`src/jac_pkg.sv`:
```
// Package: constants and types for the node address claim block
package jac_pkg;
  localparam int          NODES        = 2;
  localparam logic [7:0]  ADDR_NULL    = 8'hFE;
  localparam logic [7:0]  DEF_ADDR     = 8'h1C;
  localparam logic [2:0]  DEF_IND_GRP  = 3'h2;
  localparam logic [7:0]  DEF_FUNC     = 8'h17;
  localparam logic [6:0]  DEF_DEV_CLS  = 7'h00;
  localparam logic [3:0]  DEF_DEV_INST = 4'h0;
  localparam logic [4:0]  DEF_FN_INST  = 5'h00;
  localparam logic [2:0]  DEF_ECU_INST = 3'h0;
  // Manufacturer code: arbitrary neutral value
  localparam logic [10:0] DEF_MFG      = 11'h001;
  // Bit-rate codes
  localparam logic [1:0]  RATE_250K    = 2'h1;
  localparam logic [1:0]  DEF_RATE     = 2'h1;
  // Claim wait
  localparam int          CLK_MHZ      = 250;
  localparam int          CLAIM_MS     = 250;
  localparam int          CLAIM_CYC    = CLAIM_MS * 1000 * CLK_MHZ;
  // Register map (byte addresses)
  localparam logic [11:0] OFS_PORT0    = 12'h000;
  localparam logic [11:0] OFS_PORT1    = 12'h004;
  localparam logic [11:0] OFS_NAME0    = 12'h008;
  localparam logic [11:0] OFS_NAME1    = 12'h00C;
  localparam logic [11:0] OFS_ADDR0    = 12'h010;
  localparam logic [11:0] OFS_ADDR1    = 12'h014;
  localparam logic [11:0] OFS_STAT0    = 12'h018;
  localparam logic [11:0] OFS_STAT1    = 12'h01C;
  localparam logic [11:0] OFS_CPORT    = 12'h020;
  // Port control fields
  localparam int          PC_ON        = 0;
  localparam int          PC_RATE_LO   = 1;
  localparam int          PC_NODE      = 4;
  localparam int          PC_BOUND     = 5;
  // Address setup fields: [7:0] preferred, [15:8] alt low, [23:16] alt high
  localparam int          AD_PREF      = 0;
  localparam int          AD_LO        = 8;
  localparam int          AD_HI        = 16;
  // Command port mode field: 1 = NMEA2000 output only
  localparam logic [1:0]  CP_NMEA_ONLY = 2'h1;
  localparam logic [1:0]  CP_DEF       = 2'h1;
  // Status codes
  localparam logic [1:0]  ST_DISABLED  = 2'h0;
  localparam logic [1:0]  ST_CLAIMING  = 2'h1;
  localparam logic [1:0]  ST_CLAIMED   = 2'h2;
  localparam logic [1:0]  ST_FAILED    = 2'h3;
  // Supported broadcast groups, 18-bit parameter group numbers
  localparam int          NPG          = 6;
  localparam logic [17:0] PG_TIME      = 18'h1F010;
  localparam logic [17:0] PG_POS_RAP   = 18'h1F801;
  localparam logic [17:0] PG_COG_SOG   = 18'h1F802;
  localparam logic [17:0] PG_DELTA     = 18'h1F803;
  localparam logic [17:0] PG_POS       = 18'h1F805;
  localparam logic [17:0] PG_DIFF      = 18'h1FA0F;
  typedef enum logic [3:0] {
    JAC_DIS   = 4'b0001,
    JAC_CLM   = 4'b0010,
    JAC_OWN   = 4'b0100,
    JAC_FAIL  = 4'b1000
  } jac_state_e;
endpackage

```
`src/jac_node_claim.sv`:
```
// Two-node CAN port control and address claim engine with APB registers
//
// Register access over APB and the register offsets were chosen for this implementation.
`timescale 1ns/1ns
// How it works
// - Reset leaves ports off, no address claimed
// - Two independent nodes, one per bus
// - Default name and preferred address 0x1C
// - Claim starts only when bound and on
// - Setup writes locked while port on bus
// - Node online only after claim succeeds
// - No traffic until online, drop outgoing
// - Disabled reports count 0, address 0xFE
// - Claim start reports count 1 and address
// - Lost attempt steps to next alternative address
// - Range exhausted: failed, 0xFE, stop
// - Higher-priority contender bumps node, reclaim
// - Commanded address adopted, claiming then claimed
// - Restart discards commanded address
// - Lower command port number transmits first
// - Transport both ways, NMEA2000 output only
// - Command ports default to NMEA2000 only
// - Six broadcast parameter groups emitted
// - Bit-rate chosen at switch-on, 250k default
module jac_node_claim
  import jac_pkg::*;
#(
  parameter int CLAIM_WAIT = CLAIM_CYC
) (
  // Clock and reset
  input  wire logic              pclk,
  input  wire logic              presetn,
  // APB slave
  input  wire logic              psel,
  input  wire logic              penable,
  input  wire logic              pwrite,
  input  wire logic [11:0]       paddr,
  input  wire logic [31:0]       pwdata,
  output logic      [31:0]       prdata,
  output logic                   pready,
  output logic                   pslverr,
  // Claim link per node, from CAN message layer
  output logic      [NODES-1:0]  claim_send,
  output logic      [NODES-1:0][7:0] claim_addr,
  input  wire logic [NODES-1:0]  contend,
  input  wire logic [NODES-1:0]  cmd_addr_valid,
  input  wire logic [NODES-1:0][7:0] cmd_addr,
  // Port physical control
  output logic      [NODES-1:0]  port_enable,
  output logic      [NODES-1:0][1:0] port_rate,
  // Traffic gating per node
  input  wire logic [NODES-1:0]  rx_valid,
  input  wire logic [NODES-1:0]  rx_is_nmea,
  output logic      [NODES-1:0]  rx_accept,
  // Command port transmit requests, index is port number
  input  wire logic [NODES-1:0]  tx_req,
  input  wire logic [NODES-1:0]  tx_node,
  input  wire logic [17:0]       tx_pg,
  output logic      [NODES-1:0]  tx_grant,
  output logic      [NODES-1:0]  tx_drop
);

  // Broadcast groups this node may emit; anything else is refused on NMEA2000-only ports
  localparam logic [17:0] PG_LIST [NPG] = '{PG_TIME, PG_POS_RAP, PG_COG_SOG,
                                            PG_DELTA, PG_POS, PG_DIFF};

  function automatic logic pg_supported(input logic [17:0] pg);
    pg_supported = 1'b0;
    for (int i = 0; i < NPG; i++) begin
      if (pg == PG_LIST[i])
        pg_supported = 1'b1;
    end
  endfunction

  function automatic logic hit(input logic [11:0] a, input logic [11:0] o);
    hit = (a == o);
  endfunction

  // Status field code of an engine state, shared by both status words
  function automatic logic [1:0] status_code(input jac_state_e s);
    unique case (s)
      JAC_CLM:  status_code = ST_CLAIMING;
      JAC_OWN:  status_code = ST_CLAIMED;
      JAC_FAIL: status_code = ST_FAILED;
      default:  status_code = ST_DISABLED;
    endcase
  endfunction

  localparam logic [31:0] NAME_RST = {2'h0, DEF_IND_GRP, DEF_DEV_INST,
                                      DEF_DEV_CLS, DEF_FUNC, DEF_FN_INST,
                                      DEF_ECU_INST};
  localparam logic [31:0] ADDR_RST = {8'h00, DEF_ADDR, DEF_ADDR, DEF_ADDR};
  // Port off, unbound, node 0, rate at its default
  localparam logic [5:0]  PORT_RST = {3'h0, DEF_RATE, 1'b0};

  // Configuration registers
  logic [NODES-1:0][5:0]  port_ctl;
  logic [NODES-1:0][5:0]  next_port_ctl;
  logic [NODES-1:0][31:0] name_set;
  logic [NODES-1:0][31:0] next_name_set;
  logic [NODES-1:0][23:0] addr_set;
  logic [NODES-1:0][23:0] next_addr_set;
  logic [NODES-1:0][1:0]  cport_mode;
  logic [NODES-1:0][1:0]  next_cport_mode;
  logic [31:0]            next_prdata;

  // Claim engine state
  jac_state_e             st      [NODES];
  jac_state_e             next_st [NODES];
  logic [NODES-1:0][7:0]  cur_addr;
  logic [NODES-1:0][7:0]  next_cur_addr;
  logic [NODES-1:0][7:0]  attempts;
  logic [NODES-1:0][7:0]  next_attempts;
  logic [NODES-1:0][31:0] wait_cnt;
  logic [NODES-1:0][31:0] next_wait_cnt;
  logic [NODES-1:0]       in_cmd;
  logic [NODES-1:0]       next_in_cmd;
  logic [NODES-1:0]       send_r;
  logic [NODES-1:0]       next_send_r;
  logic [NODES-1:0]       go;
  logic [NODES-1:0]       online;

  // Address setup fields per node
  logic [NODES-1:0][7:0]  pref_addr;
  logic [NODES-1:0][7:0]  alt_lo;
  logic [NODES-1:0][7:0]  alt_hi;
  // High when a lost address has no next step in the range
  logic [NODES-1:0]       range_done;
  // Status word per node as software reads it
  logic [NODES-1:0][31:0] stat_word;

  // Register write strobes
  logic [NODES-1:0]       we_port;
  logic [NODES-1:0]       we_name;
  logic [NODES-1:0]       we_addr;
  logic                   we_cport;
  // Frame may leave: node online and group allowed on that port
  logic [NODES-1:0]       tx_ok;

  // Read data is captured in setup so it stands through the access
  wire logic wr = psel && penable && pwrite;
  wire logic rd = psel && !penable && !pwrite;

  // No wait states: every access ends in its first access cycle
  assign pready   = 1'b1;
  assign pslverr  = 1'b0;
  // Both command ports share one mode word
  assign we_cport = wr && hit(paddr, OFS_CPORT);

  // Register writes and read data
  always_comb begin
    next_port_ctl   = port_ctl;
    next_name_set   = name_set;
    next_addr_set   = addr_set;
    next_cport_mode = cport_mode;
    next_prdata     = prdata;
    for (int n = 0; n < NODES; n++) begin
      if (we_port[n]) begin
        // Rate sampled at switch-on, held while on bus
        next_port_ctl[n][PC_ON] = pwdata[PC_ON];
        next_port_ctl[n][PC_NODE] = pwdata[PC_NODE];
        next_port_ctl[n][PC_BOUND] = pwdata[PC_BOUND];
        if (!port_ctl[n][PC_ON])
          next_port_ctl[n][3:1] = {1'b0, pwdata[PC_RATE_LO +: 2]};
      end
      // Locked strobes make on-bus setup writes fall away silently
      if (we_name[n])
        next_name_set[n] = pwdata;
      if (we_addr[n])
        next_addr_set[n] = pwdata[23:0];
      if (we_cport)
        next_cport_mode[n] = pwdata[2*n +: 2];
    end
    if (rd) begin
      // Unmapped offsets read as zero
      next_prdata = 32'h0000_0000;
      unique case (paddr)
        OFS_PORT0: next_prdata = {26'h0, port_ctl[0]};
        OFS_PORT1: next_prdata = {26'h0, port_ctl[1]};
        OFS_NAME0: next_prdata = name_set[0];
        OFS_NAME1: next_prdata = name_set[1];
        OFS_ADDR0: next_prdata = {8'h00, addr_set[0]};
        OFS_ADDR1: next_prdata = {8'h00, addr_set[1]};
        OFS_STAT0: next_prdata = stat_word[0];
        OFS_STAT1: next_prdata = stat_word[1];
        OFS_CPORT: next_prdata = {28'h0, cport_mode[1], cport_mode[0]};
        default:   next_prdata = 32'h0000_0000;
      endcase
    end
  end

  always_ff @(posedge pclk or negedge presetn) begin
    if (!presetn) begin
      for (int n = 0; n < NODES; n++) begin
        port_ctl[n]   <= PORT_RST;
        name_set[n]   <= NAME_RST;
        addr_set[n]   <= ADDR_RST[23:0];
        cport_mode[n] <= CP_DEF;
      end
      prdata <= 32'h0000_0000;
    end else begin
      port_ctl   <= next_port_ctl;
      name_set   <= next_name_set;
      addr_set   <= next_addr_set;
      cport_mode <= next_cport_mode;
      prdata     <= next_prdata;
    end
  end

  // Claim engines, one per node, each bound to its own port
  generate
    for (genvar g = 0; g < NODES; g++) begin : g_node
      // Node g runs when port g is on and bound to it
      assign go[g] = (port_ctl[g][PC_ON] && port_ctl[g][PC_BOUND] &&
                      port_ctl[g][PC_NODE] == 1'(g));
      assign online[g]      = (st[g] == JAC_OWN);
      assign port_enable[g] = port_ctl[g][PC_ON];
      assign port_rate[g]   = port_ctl[g][2:1];
      assign claim_send[g]  = send_r[g];
      assign claim_addr[g]  = cur_addr[g];
      // Transport accepted both ways, broadcast groups never taken in
      assign rx_accept[g]   = rx_valid[g] && online[g] &&
                              !rx_is_nmea[g];

      // Register strobes; setup is locked while the port is on bus
      assign we_port[g]     = wr &&
                              hit(paddr, (g == 0) ? OFS_PORT0 : OFS_PORT1);
      assign we_name[g]     = wr && !port_ctl[g][PC_ON] &&
                              hit(paddr, (g == 0) ? OFS_NAME0 : OFS_NAME1);
      assign we_addr[g]     = wr && !port_ctl[g][PC_ON] &&
                              hit(paddr, (g == 0) ? OFS_ADDR0 : OFS_ADDR1);

      // Claim range of this node
      assign pref_addr[g]   = addr_set[g][AD_PREF +: 8];
      assign alt_lo[g]      = addr_set[g][AD_LO +: 8];
      assign alt_hi[g]      = addr_set[g][AD_HI +: 8];
      // Outside the range, or at its top, ends the stepping, except one below the preferred address
      assign range_done[g]  = (cur_addr[g] < alt_lo[g] ||
                               cur_addr[g] >= alt_hi[g]) &&
                              cur_addr[g] != pref_addr[g] - 8'h01;
      assign stat_word[g]   = {8'h00, attempts[g], cur_addr[g], 6'h00,
                               status_code(st[g])};
      // Offline frames, and unsupported groups on NMEA2000-only ports, are discarded, not queued
      assign tx_ok[g]       = online[tx_node[g]] &&
                              (cport_mode[g] != CP_NMEA_ONLY ||
                               pg_supported(tx_pg));

      always_comb begin
        next_st[g]       = st[g];
        next_cur_addr[g] = cur_addr[g];
        next_attempts[g] = attempts[g];
        next_wait_cnt[g] = wait_cnt[g];
        next_in_cmd[g]   = in_cmd[g];
        next_send_r[g]   = 1'b0;
        // Port off or unbound: the commanded address is forgotten too
        if (!go[g]) begin
          next_st[g]       = JAC_DIS;
          next_cur_addr[g] = ADDR_NULL;
          next_attempts[g] = 8'h00;
          next_in_cmd[g]   = 1'b0;
        end else begin
          unique case (st[g])
            JAC_DIS: begin
              // Every start, restarts too, begins at the preferred address
              next_st[g]       = JAC_CLM;
              next_attempts[g] = 8'h01;
              next_cur_addr[g] = pref_addr[g];
              next_wait_cnt[g] = 32'h0;
              next_send_r[g]   = 1'b1;
            end
            JAC_CLM, JAC_OWN: begin
              // A commanded address wins over a contender in one cycle
              if (cmd_addr_valid[g]) begin
                next_st[g]       = JAC_CLM;
                next_cur_addr[g] = cmd_addr[g];
                next_in_cmd[g]   = 1'b1;
                next_wait_cnt[g] = 32'h0;
                next_send_r[g]   = 1'b1;
              end else if (contend[g]) begin
                // A bumped commanded or held address falls back to the range
                next_in_cmd[g]   = 1'b0;
                next_wait_cnt[g] = 32'h0;
                next_st[g]       = JAC_CLM;
                next_attempts[g] = attempts[g] + 8'h01;
                next_send_r[g]   = 1'b1;
                if (in_cmd[g] || st[g] == JAC_OWN) begin
                  next_cur_addr[g] = alt_lo[g];
                end else if (!range_done[g]) begin
                  next_cur_addr[g] = cur_addr[g] + 8'h01;
                end else if (cur_addr[g] == pref_addr[g] &&
                             alt_lo[g] <= alt_hi[g]) begin
                  // Preferred address lost: go to the bottom of the range
                  next_cur_addr[g] = alt_lo[g];
                end else begin
                  // Nothing left to try; only taking the port off or unbinding it restarts
                  next_st[g]       = JAC_FAIL;
                  next_cur_addr[g] = ADDR_NULL;
                  next_attempts[g] = attempts[g];
                  next_send_r[g]   = 1'b0;
                end
                // A contention step onto the null address fails instead of claiming it
                if (next_cur_addr[g] == ADDR_NULL &&
                    next_st[g] == JAC_CLM) begin
                  next_st[g]     = JAC_FAIL;
                  next_send_r[g] = 1'b0;
                end
              end else if (st[g] == JAC_CLM) begin
                // Quiet for the whole wait: the address is ours
                if (wait_cnt[g] == CLAIM_WAIT - 1)
                  next_st[g] = JAC_OWN;
                else
                  next_wait_cnt[g] = wait_cnt[g] + 32'h1;
              end
            end
            JAC_FAIL: next_st[g] = JAC_FAIL;
            default:  next_st[g] = JAC_DIS;
          endcase
        end
      end

      always_ff @(posedge pclk or negedge presetn) begin
        if (!presetn) begin
          st[g]       <= JAC_DIS;
          cur_addr[g] <= ADDR_NULL;
          attempts[g] <= 8'h00;
          wait_cnt[g] <= 32'h0;
          in_cmd[g]   <= 1'b0;
          send_r[g]   <= 1'b0;
        end else begin
          st[g]       <= next_st[g];
          cur_addr[g] <= next_cur_addr[g];
          attempts[g] <= next_attempts[g];
          wait_cnt[g] <= next_wait_cnt[g];
          in_cmd[g]   <= next_in_cmd[g];
          send_r[g]   <= next_send_r[g];
        end
      end
    end
  endgenerate

  // Transmit arbitration: only one grant a cycle, lowest port first
  always_comb begin
    logic taken;
    taken    = 1'b0;
    tx_grant = '0;
    tx_drop  = '0;
    for (int p = 0; p < NODES; p++) begin
      if (tx_req[p]) begin
        // Refused requests drop at once so they never block the other port
        if (!tx_ok[p]) begin
          tx_drop[p] = 1'b1;
        end else if (!taken) begin
          tx_grant[p] = 1'b1;
          taken       = 1'b1;
        end
      end
    end
  end

endmodule

```
`config.mk`:
```
export PLATFORM = sky130hd
export DESIGN_NAME = jac_node_claim
export DESIGN_NICKNAME = d
export VERILOG_FILES = /design/src/jac_pkg.sv /design/src/jac_node_claim.sv
export SDC_FILE = /design/constraint.sdc
export NUM_CORES = 1
export LEC_CHECK = 0
export ABC_AREA = 0
export BUFFER_PORTS_ARGS = -buffer_cell sky130_fd_sc_hd__buf_2
export CORE_MARGIN = 1
export CORE_UTILIZATION = 45
export CTS_CLUSTER_DIAMETER = 150
export DETAILED_ROUTE_END_ITERATION = 6
export HOLD_SLACK_MARGIN = 0.06
export PLACE_DENSITY = 0.74
export SLEW_MARGIN = 0
export SYNTH_ARGS = -nofsm -noshare
export SYNTH_HDL_FRONTEND = slang
export SYNTH_SLANG_ARGS = --single-unit
```
`constraint.sdc`:
```
create_clock -name pclk -period 4.4 [get_ports pclk]
set_input_delay 0.44 -clock pclk [delete_from_list [all_inputs] [get_ports pclk]]
set_output_delay 0.44 -clock pclk [all_outputs]
set_load 0.01 [all_outputs]
```
==> summary.txt <==
Yosys top cell by area - dfrtp_1
number of CTS-inserted buffers - 30
first-pass GRT wire length - 70000 um
via count - 13200
register area share after synthesis - 44.2%
grt total ovfl - 0
Ys Warns - 0
Detailed Place HPWL - 31500 um
# port buffers - 156
Clock Latency Late Sink - 0.57 ns
Mapped Nets - 1733
synthesized area per cell - 9.60 sq um
Post-synth EDFFs - 0
unrepaired setup endpoints after global routing - no
Fillers - 3004
Post-Syn Area - 15200 sq um
CTS tree - done
clock sinks - 266
pwr dens - 314 nW/um^2
startpoint types - register
row count - 66
H-tree levels - 1
outcome - completed
Final min period - 3.48 ns
DP Cell Count - 2102
Hold Crit Class - in2reg
CTS clk-pin slew, worst paths - 0.06 ns
initial antenna violation count - 5
I/O Pins - 159
top cell type's share of synthesized area - 35.9%
max_cap viols - 0
Post-synth ARST share - 100%
largest net degree at the start of global routing - 99
maximum vdd ir drop - 327 uV
1st-pass router iterations - 5
Post-synth top cells - 218 x dfrtp_1, 129 x nand2_1, 125 x nor2_1, 96 x o21ai_0, 92 x mux2_2
final period utilization - 79.1%
Final ANT Viol Nets - 0
DRC viols - 0
measured slew at the worst slew-check pin - 1.05 ns
post-DR vias/cell - 6.09
most frequent cell after synthesis - dfrtp_1
clk root buf - clkbuf_16
Worst Setup Path Type - reg2reg
Pwr Total - 5.49 mW
final hold violations - 0
routability cong. - 0.920
top cells by area, synth - dfrtp_1 36%, dfstp_2 8.3%, mux2_2 6.8%, ha_1 4.4%, a22oi_1 3.3%
Cells after Synth - 1584
final cell count without fillers - 2164
routed wire length per instance - 20.5 um
slew margin rel. - 28.0%
Clock Tree Buf Depth - 3
CP Buf/Inv Count - 0
WP data required - 4.86 ns
die area - 34500 sq um
Layout area overhead - 14.9%
core region area - 32900 sq um
#FFs+latches synth - 266
final setup fails - 0
Initial Util - 46.3%
Final TNS setup - 0 ns
Final nets - 1842
layout cell share with drive strength beyond 1 - 22.8%
cells along the critical path - ha_1 > o21ai_0 > a21oi_1 > o41a_1 > a2111oi_0 > o21ai_2 > mux2i_1 > nor3_1 > o2111a_1
slowest stage cell, crit path - a2111oi_0
fmax - 287 MHz
most frequently used flop master after synthesis - dfrtp_1
peak fanout along the critical path - 12
largest delay contributor family on the critical path - compound AO/OA/AOI/OAI gates
Routed WL - 44300 um
Slew Viols, Final - 0
data arrival time of the worst path - 3.94 ns
Pleak - 7.97 nW
total track usage - 25.9%
critical path capture point type - register
Die H - 186 um
vias in the first global route - 12900
Final Skew - 0.0143 ns
Iter 0 DRT Violations - 1333
die width - 186 um
slowest stage delay, CP - 0.89 ns
Yosys cell types - 79
-- stage by stage --
| stage | setup WS [ns] | hold slack, ns | area (sq um) | utilization [%] |
|---|---|---|---|---|
| after floorplan | 1.29 | 0.144 | 15200 | - |
| after global placement | 1.05 | 0.461 | 16300 | 49.6 |
| after detailed placement | 0.919 | 0.465 | 16300 | 49.6 |
| after CTS | 0.915 | 0.105 | 17500 | 53.1 |
| after global routing | 0.610 | 0.105 | 17500 | 53.2 |
| final | 0.920 | 0.121 | 17500 | 53.2 |
-- area by class of cell --
cell class | count | area [sq um] | share of cell area [%]
multi-input combinational | 1159 | 7860 | 45.0
antenna | 5 | 12.5 | 0.0716
tap | 442 | 553 | 3.17
clock buffer | 39 | 865 | 4.95
timing repair buffer | 175 | 948 | 5.43
clock inverter | 17 | 288 | 1.65
sequential | 266 | 6720 | 38.4
inverter | 61 | 229 | 1.31
-- worst register-to-register path: stages, from the launching register on --
cell and delay (ns):
dfstp_2 0.70, ha_1 0.29, o21ai_0 0.15, a21oi_1 0.06, o41a_1 0.30, a2111oi_0 0.89, o21ai_2 0.34, mux2i_1 0.31
nor3_1 0.09, o2111a_1 0.24
-- where the power goes --
part / leakage (nW) / switching (mW) / internal [mW] / total [mW]
Combinational: 4.02 / 0.114 / 0.0502 / 0.164
Sequential: 3.38 / 0.00371 / 2.45 / 2.46
Clock: 0.563 / 1.07 / 1.80 / 2.87
Total: 7.97 / 1.19 / 4.30 / 5.49
-- logic make-up (layout without fill, tap and decap cells) --
group / Yosys count / after routing / share of synthesized area, %
AOI/OAI and AO/OA: 362 / 362 / 16.2
adders and majority gates: 54 / 54 / 4.44
muxes: 95 / 95 / 7.01
xor gates and xnor gates: 88 / 88 / 5.07
other: 2 / 7 / 0.0494
DFF: 266 / 266 / 44.2
and+or+nand+nor: 558 / 558 / 18.8
buffers and inverters: 159 / 292 / 4.28
-- placed cells by master (no fill, tap or decap), drive strengths merged, types with 10 or more instances in the layout --
| cell type | n |
|---|---|
| a21oi | 55 |
| a221oi | 10 |
| a22o | 28 |
| a22oi | 66 |
| a31oi | 10 |
| and3 | 30 |
| buf | 174 |
| clkbuf | 39 |
| dfrtp | 218 |
| dfstp | 48 |
| ha | 54 |
| inv | 61 |
| mux2 | 92 |
| nand2 | 130 |
| nand2b | 17 |
| nand3 | 77 |
| nand4 | 24 |
| nor2 | 125 |
| nor3 | 40 |
| nor4 | 23 |
| o21ai | 99 |
| o22ai | 11 |
| o31ai | 12 |
| or3 | 19 |
| xnor2 | 33 |
| xor2 | 55 |
-- flip-flops by register name (all words and copies together), names as in the netlist --
register and count:
st 8, cport_mode 4, in_cmd 2, port_rate 4, addr_set 48, name_set 64
wait_cnt 64, port_ctl 4, prdata 32, port_enable 2, attempts 16, claim_addr 16
claim_send 2
-- repair_timing --
item | in CTS | in global routing
hold endpoints to repair | 73 | 0
buffers inserted | 0 | 0
hold buffers | 1 | 0
gates resized for setup | 0 | 0
-- final timing paths --
| path | cells after the start | slack (ns) | end | startpoint |
|---|---|---|---|---|
| max | 9 | 0.92 | st[3] | claim_addr[9] |
| min | 2 | 0.12 | name_set[58] | pwdata[26] |
| max reg2reg | 9 | 0.92 | st[3] | claim_addr[9] |
| min reg2reg | 2 | 0.47 | prdata[24] | prdata[24] |
| max in group asynchronous | 3 | 2.81 | cport_mode[2] | presetn |
| min in group asynchronous | 2 | 0.46 | wait_cnt[26] | presetn |
-- metal layers --
| layer | GRT usage, % | part of all wire (%) | vias up |
|---|---|---|---|
| li1 | - | - | 6007 |
| met1 | 34.3 | 42 | 6531 |
| met4 | 8.56 | 2.8 | 2 |
| met3 | 6.01 | 8.8 | 101 |
| met5 | 1.78 | 0.16 | - |
| met2 | 41.6 | 46 | 528 |
Power figures use the tool's default switching activity.
